<file path="config.mk">
export PLATFORM = sky130hd
export DESIGN_NAME = eight_channel_pwm_dac
export DESIGN_NICKNAME = d
export VERILOG_FILES = /design/src/pkg/pwm_dac_pkg.sv /design/src/hdl/eight_channel_pwm_dac.sv /design/src/hdl/pwm_channel.sv
export VERILOG_INCLUDE_DIRS = /design/src /design/src/pkg
export SDC_FILE = /design/constraint.sdc
export NUM_CORES = 1
export LEC_CHECK = 0
export BUFFER_PORTS_ARGS = -buffer_cell sky130_fd_sc_hd__buf_2
export CORE_UTILIZATION = 60
export CTS_CLUSTER_DIAMETER = 80
export CTS_CLUSTER_SIZE = 25
export DETAILED_ROUTE_END_ITERATION = 16
export PLACE_DENSITY = 0.8
export SLEW_MARGIN = 20
export SYNTH_ARGS = -nofsm -noshare
export SYNTH_HDL_FRONTEND = slang
export SYNTH_SLANG_ARGS = --single-unit
</file>
<file path="constraint.sdc">
create_clock -name clk_sys_i -period 4 [get_ports clk_sys_i]
set_input_delay 0.2 -clock clk_sys_i [delete_from_list [all_inputs] [get_ports clk_sys_i]]
set_output_delay 0.2 -clock clk_sys_i [all_outputs]
set_load 0.005 [all_outputs]
</file>
<file path="src/pkg/pwm_dac_map.svh">
`ifndef PWM_DAC_MAP_SVH
`define PWM_DAC_MAP_SVH
// control-byte row and column placement of the duty bytes
`define DUTY_ROW 4'hf
`define DUTY_COL_FIRST 5'h13
`define DUTY_COL_LAST 5'h1a
// column holding the option bits, and their positions
`define OPTION_COL 5'h12
`define OPTION_CLKSEL_BIT 5
`define OPTION_RANGE_HI_BIT 1
`define OPTION_RANGE_LO_BIT 0
// reset values
`define DUTY_RESET 8'h00
`define RANGE_RESET 2'h0
`define CLKSEL_RESET 1'b0
// modulation period in modulator clocks
`define PWM_STEPS 256
`endif

</file>
<file path="src/pkg/pwm_dac_pkg.sv">
package pwm_dac_pkg;
   typedef logic [7:0] duty_t;
   typedef logic [1:0] range_t;
   // one register write from the serial interface
   typedef struct packed {
      logic       en;
      logic [3:0] row;
      logic [4:0] col;
      logic [7:0] data;
   } reg_write_s;
   typedef enum logic [1:0] {
      RANGE_DIV1 = 2'b00,
      RANGE_DIV2 = 2'b01,
      RANGE_DIV4 = 2'b10,
      RANGE_DIV8 = 2'b11
   } range_e;
endpackage : pwm_dac_pkg
</file>
<file path="src/hdl/eight_channel_pwm_dac.sv">
`timescale 1ns/1ps
`include "pwm_dac_map.svh"
// Overview of operation
// [RULE_01] eight open-drain outputs, pull low or release
// [RULE_02] duty byte gives duty/256 of period
// [RULE_03] row 15 columns 19-26 set channels
// [RULE_04] range field sets period of all channels
// [RULE_05] rising edges staggered by half modulator clock; range 00 instead steps each even/odd channel pair together
// [RULE_06] clock divided 1,2,4,8; rate clock/256
// [RULE_07] option bit drives clock pin, 50 percent
// [RULE_08] free counter; active below duty value
module eight_channel_pwm_dac #(
   parameter int CHANNELS = 8
) (
   // clock and reset
   input wire logic clk_sys_i,
   input wire logic nrst_i,
   // pixel clock enable (one pulse per pixel) and flyback
   input wire logic pixel_en_i,
   input wire logic horizontal_flyback_in_i,
   // register writes from the serial interface
   input wire pwm_dac_pkg::reg_write_s wr_i,
   // halftone source for the shared pin
   input wire logic halftone_out_i,
   // open-drain channel pins, low enable = pulling low
   output logic [CHANNELS-1:0] modulated_out_oe_n_o,
   output logic [CHANNELS-1:0] modulated_out_o,
   // shared clock / halftone pin
   output logic modulator_clock_o,
   // state readback
   output logic [1:0] rate_range_o
);
   import pwm_dac_pkg::*;

   duty_t duty_ff [CHANNELS];
   range_t range_ff;
   logic clksel_ff;
   logic [2:0] div_ff;
   logic flb_ff;
   logic half_ff;
   logic [7:0] count_ff;
   logic pin_ff;
   logic [1:0] range_out_ff;
   logic [CHANNELS-1:0] zero_ff;

   // write decode
   wire row_hit = wr_i.en && (wr_i.row == `DUTY_ROW);
   wire opt_hit = row_hit && (wr_i.col == `OPTION_COL);
   wire duty_hit = row_hit && (wr_i.col >= `DUTY_COL_FIRST) && (wr_i.col <= `DUTY_COL_LAST); // RULE_03
   wire [4:0] duty_idx = wr_i.col - `DUTY_COL_FIRST;

   // divider terminal count per range; half-clock event at every pixel step of the ratio/2
   wire flb_rise = horizontal_flyback_in_i & ~flb_ff;
   logic [2:0] div_last;
   always_comb begin
      case (range_ff) // RULE_06
         RANGE_DIV1: div_last = 3'h0;
         RANGE_DIV2: div_last = 3'h1;
         RANGE_DIV4: div_last = 3'h3;
         RANGE_DIV8: div_last = 3'h7;
         default: div_last = 3'h0;
      endcase
   end
   // a half-period tick: for div1 every pixel (pixel half handled as one step, limitation)
   wire [2:0] half_last = (div_last == 3'h0) ? 3'h0 : (div_last >> 1);
   wire div_wrap = pixel_en_i && (div_ff == div_last);
   wire half_tick = pixel_en_i && ((div_ff == half_last) || (div_ff == div_last)); // RULE_04
   // range 00 cannot split a pixel: counter and all channels step on every pixel instead
   wire div1 = (range_ff == RANGE_DIV1); // RULE_06

   // registers written by host
   always_ff @(posedge clk_sys_i) begin
      if (!nrst_i) begin
         range_ff <= `RANGE_RESET;
         clksel_ff <= `CLKSEL_RESET;
      end else if (opt_hit) begin
         range_ff <= {wr_i.data[`OPTION_RANGE_HI_BIT], wr_i.data[`OPTION_RANGE_LO_BIT]};
         clksel_ff <= wr_i.data[`OPTION_CLKSEL_BIT];
      end
   end
   for (genvar g = 0; g < CHANNELS; g++) begin : g_duty
      always_ff @(posedge clk_sys_i) begin
         if (!nrst_i) duty_ff[g] <= `DUTY_RESET;
         else if (duty_hit && duty_idx == 5'(g)) duty_ff[g] <= wr_i.data; // RULE_03
      end
   end

   // divider restarts on flyback so the clock pin stays locked to it
   always_ff @(posedge clk_sys_i) begin
      if (!nrst_i) begin
         div_ff <= 3'h0;
         flb_ff <= 1'b0;
      end else begin
         flb_ff <= horizontal_flyback_in_i;
         if (flb_rise) div_ff <= 3'h0; // RULE_07
         else if (opt_hit) div_ff <= 3'h0; // RULE_04
         else if (div_wrap) div_ff <= 3'h0;
         else if (pixel_en_i) div_ff <= div_ff + 3'h1;
      end
   end

   // shared free counter of 256 steps; half_ff marks second half of a modulator clock
   always_ff @(posedge clk_sys_i) begin
      if (!nrst_i) begin
         count_ff <= 8'h00;
         half_ff <= 1'b0;
      end else if (half_tick) begin
         half_ff <= ~half_ff;
         if (half_ff || div1) count_ff <= count_ff + 8'h01; // RULE_08
      end
   end

   // outside range 00, channel n sees count shifted by n/2 clocks: even by n/2 whole steps, odd on opposite half
   for (genvar c = 0; c < CHANNELS; c++) begin : g_ch
      wire [7:0] ch_count = count_ff - 8'(c / 2); // RULE_05
      wire ch_step = half_tick && (div1 || (half_ff == 1'(c % 2))); // RULE_05
      logic oe_n;
      pwm_channel #(.WIDTH(8)) u_ch (
         .clk_sys_i(clk_sys_i),
         .nrst_i(nrst_i),
         .step_i(ch_step),
         .count_i(ch_count),
         .duty_i(duty_ff[c]), // RULE_02
         .pull_low_oe_n_o(oe_n)
      );
      assign modulated_out_oe_n_o[c] = oe_n; // RULE_01
      // active phase releases the line; otherwise pull low
      always_ff @(posedge clk_sys_i) begin
         if (!nrst_i) zero_ff[c] <= 1'b0;
         else zero_ff[c] <= 1'b0;
      end
      assign modulated_out_o[c] = zero_ff[c]; // RULE_01
   end

   // shared pin: 50 percent clock or halftone
   always_ff @(posedge clk_sys_i) begin
      if (!nrst_i) begin
         pin_ff <= 1'b0;
         range_out_ff <= `RANGE_RESET;
      end else begin
         range_out_ff <= range_ff;
         pin_ff <= clksel_ff ? ~half_ff : halftone_out_i; // RULE_07
      end
   end
   assign modulator_clock_o = pin_ff;
   assign rate_range_o = range_out_ff;
endmodule : eight_channel_pwm_dac

</file>
<file path="src/hdl/pwm_channel.sv">
`timescale 1ns/1ps
// one modulator channel: counter phase-shifted per channel, open-drain output
module pwm_channel #(
   parameter int WIDTH = 8
) (
   // clock and reset
   input wire logic clk_sys_i,
   input wire logic nrst_i,
   // timing
   input wire logic step_i,
   input wire logic [WIDTH-1:0] count_i,
   input wire logic [WIDTH-1:0] duty_i,
   // pin
   output logic pull_low_oe_n_o
);
   logic nxt_oe_n;
   // active while count below duty releases the line; zero duty stays pulled low
   assign nxt_oe_n = (count_i < duty_i);
   always_ff @(posedge clk_sys_i) begin
      if (!nrst_i) pull_low_oe_n_o <= 1'b1;
      else if (step_i) pull_low_oe_n_o <= nxt_oe_n;
   end
endmodule : pwm_channel

</file>
==> flow_results.org <==
** Outcome
- Result of the run :: complete, no violations

** Global route
- In this run the most used layer during global routing was met2.
- The number of global-route vias before repair is 4022.
- GRT Util Overall :: 0.279
- Global-route wire length before repair :: 20700 um
- Largest net degree at the start of global routing :: 29
- In the global route stage, met1 resource usage came out at 0.380.
- Gr ovfl total :: 0
- In the global route stage, met2 resource usage came out at 0.432.
- Number of antenna violations at the first check in global routing :: 0
- For this run, global-route usage on met3 was measured as 0.0534.

** Worst setup path
- The worst register-to-register path has a depth of 8.
- For the worst setup path, the data required time is 4.22 ns.
- Buf/Inv on CP :: 1
- The worst setup path is captured at a register.
- Critical path type :: register to register
- Counting buffers and inverters, the worst setup path is 8 cells deep.
- Gate family responsible for the most delay along the worst path :: compound AO/OA/AOI/OAI gates
- FF-to-FF Start :: count_ff[2]
- Critical Path Source :: count_ff[2]
- The worst setup path is launched from a register.
- Data on the critical path arrives at its endpoint at 3.08 ns.
- Along the worst path, the maximum fanout reaches 15.
- The critical path goes through inv_1 -> ha_1 -> a2111oi_0 -> xor2_1 -> ha_1 -> nand3_1 -> o31ai_1 -> o211ai_1.
- For this run, the slowest stage of the critical path takes 0.66 ns.
- The cell that appears most often on the critical path is sky130_fd_sc_hd__ha_1.
- Standard cell with the maximum stage delay on the critical path :: sky130_fd_sc_hd__dfxtp_1

** Die
- The initial utilization of the core area, before any placement, comes to 0.616.
- In this run the vertical extent of the chip is 99.2 um.
- Die boundary width :: 99.2 um
- I/O pin count :: 42
- Number of rows created at floorplan :: 35
- Area enclosed by the die boundary :: 9840 um^2
- Core Region :: 9200 um^2

** Timing
- Number of hold violations in the final report :: 0
- For the finished layout, the period the worst path requires is 2.85 ns.
- Final slew viol count :: 0
- Setup repair after global routing left no endpoint under its margin.
- Setup total negative slack on the finished layout was measured at 0 ns.
- Slew Limit Headroom :: 0.450
- Across the routed clock network, the largest skew measured is 0.00912 ns.
- Number of endpoints failing setup at the final stage :: 0
- Max Fclk :: 350 MHz
- For the pin with the worst max-slew slack, the measured transition is 0.819 ns.
- Dividing the final minimum period by the clock period gives 0.714.
- Hold is met by 0.0665 ns.

** Logic synthesis
- Area share of the leading cell type in the synthesized netlist :: 0.339
- In the synthesized netlist the async set-or-reset flop fraction comes to 0.
- Count of flip-flops with a built-in enable after synthesis :: 64
- Gate count of the mapped netlist :: 557
- Flip-flop and latch count after synthesis :: 91
- During synthesis, Yosys emitted a total of 0 warnings.
- The most used flip-flop cell after synthesis is sky130_fd_sc_hd__edfxtp_1.
- Portion of the post-synthesis area used by sequential elements :: 0.434
- Cell taking the most area after synthesis :: sky130_fd_sc_hd__edfxtp_1
- Synth cell types :: 58
- Post-Synthesis Mean Instance Area :: 10.2 um^2
- Top cells by area in the synthesized netlist :: sky130_fd_sc_hd__edfxtp_1, sky130_fd_sc_hd__ha_1, sky130_fd_sc_hd__dfxtp_1
- By count the netlist is led by sky130_fd_sc_hd__inv_1, sky130_fd_sc_hd__and2_1, sky130_fd_sc_hd__edfxtp_1.
- After synthesis the cells add up to 5670 um^2.
- In the post-synthesis netlist, the cell with the most instances is sky130_fd_sc_hd__inv_1.

** Clock network
- Worst skew pair latency :: 0.36 ns
- Clock tree synthesis found a total of 91 sinks.
- TritonCTS built the clock tree.
- The number of gates resized after CTS was 0.
- Clk slew on worst S/H paths :: 0.10 ns
- Buffers inserted to repair hold after CTS numbered 0.
- Buffer count from post-CTS setup fixing :: 0
- Max Root-Sink Buffers :: 2
- Total number of H-tree levels :: 3
- Clk root buf :: sky130_fd_sc_hd__clkbuf_8
- Buffers inserted during clock tree synthesis total 9.

** Layout
- In the final layout, the share of cells above drive strength 1 is 0.113.
- Post-synthesis to final-layout area growth :: 6.55%
- Final-stage net count :: 665
- Ant diodes :: 0

** Pwr
- IR analysis of the VDD net gives a maximum drop of 0.178 mV.
- PD cells :: 331 nW/um^2
- Static Leakage :: 2.58 nW

** Hold path
- The tightest min-delay check is of the input port to register type.
- Source of the worst hold timing path :: halftone_out_i
- Instance count along the most critical hold path :: 3

** Drt
- After detailed routing, the number of vias per cell comes to 5.95.
- DRT Wirelength :: 13000 um
- DRC errors left :: 0
- For this run, the detailed router's first-pass iteration total came to 5.
- The detailed router finished its first iteration with 290 violations.
- The routed layout has 4137 vias.
- Once detail routing completed, the nets flagged for antenna violations numbered 0.
- In the final routed layout, each cell accounts on average for 18.7 um.

** Placement
- Summed over all nets, the half-perimeter wirelength after detailed placement is 9700 um.
- Port Buffer Count :: 33
- Placer's final routability congestion estimate :: 0.869

** Flow run
- Max-cap violations in this run came to 0.
per-stage QoR:
stage | utilization | setup slack, ns | std cells | power, W | area, um^2
2_1_floorplan | - | 1.49 | 564 | 0.00130 | 5700
3_3_place_gp | 0.634 | 1.33 | 679 | 0.00138 | 5830
3_5_place_dp | 0.634 | 1.13 | 679 | 0.00140 | 5830
4_1_cts | 0.655 | 1.19 | 695 | 0.00200 | 6030
5_1_grt | 0.657 | 0.863 | 695 | 0.00208 | 6040
6_report | 0.657 | 1.15 | 695 | 0.00200 | 6040
layer usage:
metal | part of all wire | vias to the layer above
met5 | 0 | -
met4 | 0.032 | 0
li1 | - | 1996
met1 | 0.44 | 1934
met3 | 0.068 | 36
met2 | 0.46 | 171
path summary, 6_finish.rpt:
path | to | slack (ns)
worst max register to register | g_ch[7].u_ch.pull_low_oe_n_o | 1.15
worst min-delay path | modulator_clock_o | 0.07
worst max-delay path | g_ch[7].u_ch.pull_low_oe_n_o | 1.15
worst min register to register | g_ch[6].u_ch.pull_low_oe_n_o | 0.51
flip-flops by register name, indices dropped and copies added, names as in the netlist:
register                   cells
clksel_ff                      1
count_ff                       8
div_ff                         3
duty_ff                       64
flb_ff                         1
g_ch.u_ch.pull_low_oe_n_o      8
half_ff                        1
modulator_clock_o              1
range_ff                       2
rate_range_o                   2
cells in the final DEF, fill, tap and decap left out, types with 7 or more instances in the layout:
cell type                  instances
sky130_fd_sc_hd__a21oi_1          27
sky130_fd_sc_hd__and2_1           65
sky130_fd_sc_hd__buf_2            33
sky130_fd_sc_hd__clkbuf_8          9
sky130_fd_sc_hd__conb_1            8
sky130_fd_sc_hd__dfxtp_1          27
sky130_fd_sc_hd__edfxtp_1         64
sky130_fd_sc_hd__ha_1             63
sky130_fd_sc_hd__inv_1            72
sky130_fd_sc_hd__nand2_1          20
sky130_fd_sc_hd__nand3_1          15
sky130_fd_sc_hd__nor2_1            8
sky130_fd_sc_hd__nor3_1            8
sky130_fd_sc_hd__o211ai_1          8
sky130_fd_sc_hd__o21ai_0          20
sky130_fd_sc_hd__o31ai_1          12
sky130_fd_sc_hd__or4_1            10
sky130_fd_sc_hd__xnor2_1           7
sky130_fd_sc_hd__xor2_1           12
worst register-to-register path: stages (launching register included):
cell and delay, ns:
sky130_fd_sc_hd__dfxtp_1 0.66, sky130_fd_sc_hd__inv_1 0.18, sky130_fd_sc_hd__ha_1 0.26, sky130_fd_sc_hd__a2111oi_0 0.51
sky130_fd_sc_hd__xor2_1 0.18, sky130_fd_sc_hd__ha_1 0.33, sky130_fd_sc_hd__nand3_1 0.06, sky130_fd_sc_hd__o31ai_1 0.41
sky130_fd_sc_hd__o211ai_1 0.13
kinds of logic after synthesis:
group | after synthesis | synth area share
AOI/OAI and AO/OA | 105 | 0.122
xor gates and xnor gates | 19 | 0.0294
adders and majority gates | 63 | 0.139
buffers and inverters | 106 | 0.0834
DFF | 91 | 0.434
muxes | 5 | 0.00883
other | 1 | 0.000661
and+or+nand+nor | 167 | 0.182
power breakdown:
part           internal (W)  switching, W  total (W)
Sequential          0.00105     0.0000242    0.00107
Clock              0.000243      0.000372   0.000615
Combinational      0.000120      0.000188   0.000308
cell type report:
| cell class | count | area (um^2) |
|---|---|---|
| clock buffers | 9 | 124 |
| flip-flops and latches | 91 | 2460 |
| fillers | 709 | 3160 |
| clock inverters | 7 | 71.3 |
| repair buffers | 37 | 195 |
| multi-input cells | 367 | 2780 |
| well taps | 111 | 139 |
| inverters | 73 | 274 |
No activity file was read; power rests on OpenSTA's default activity.
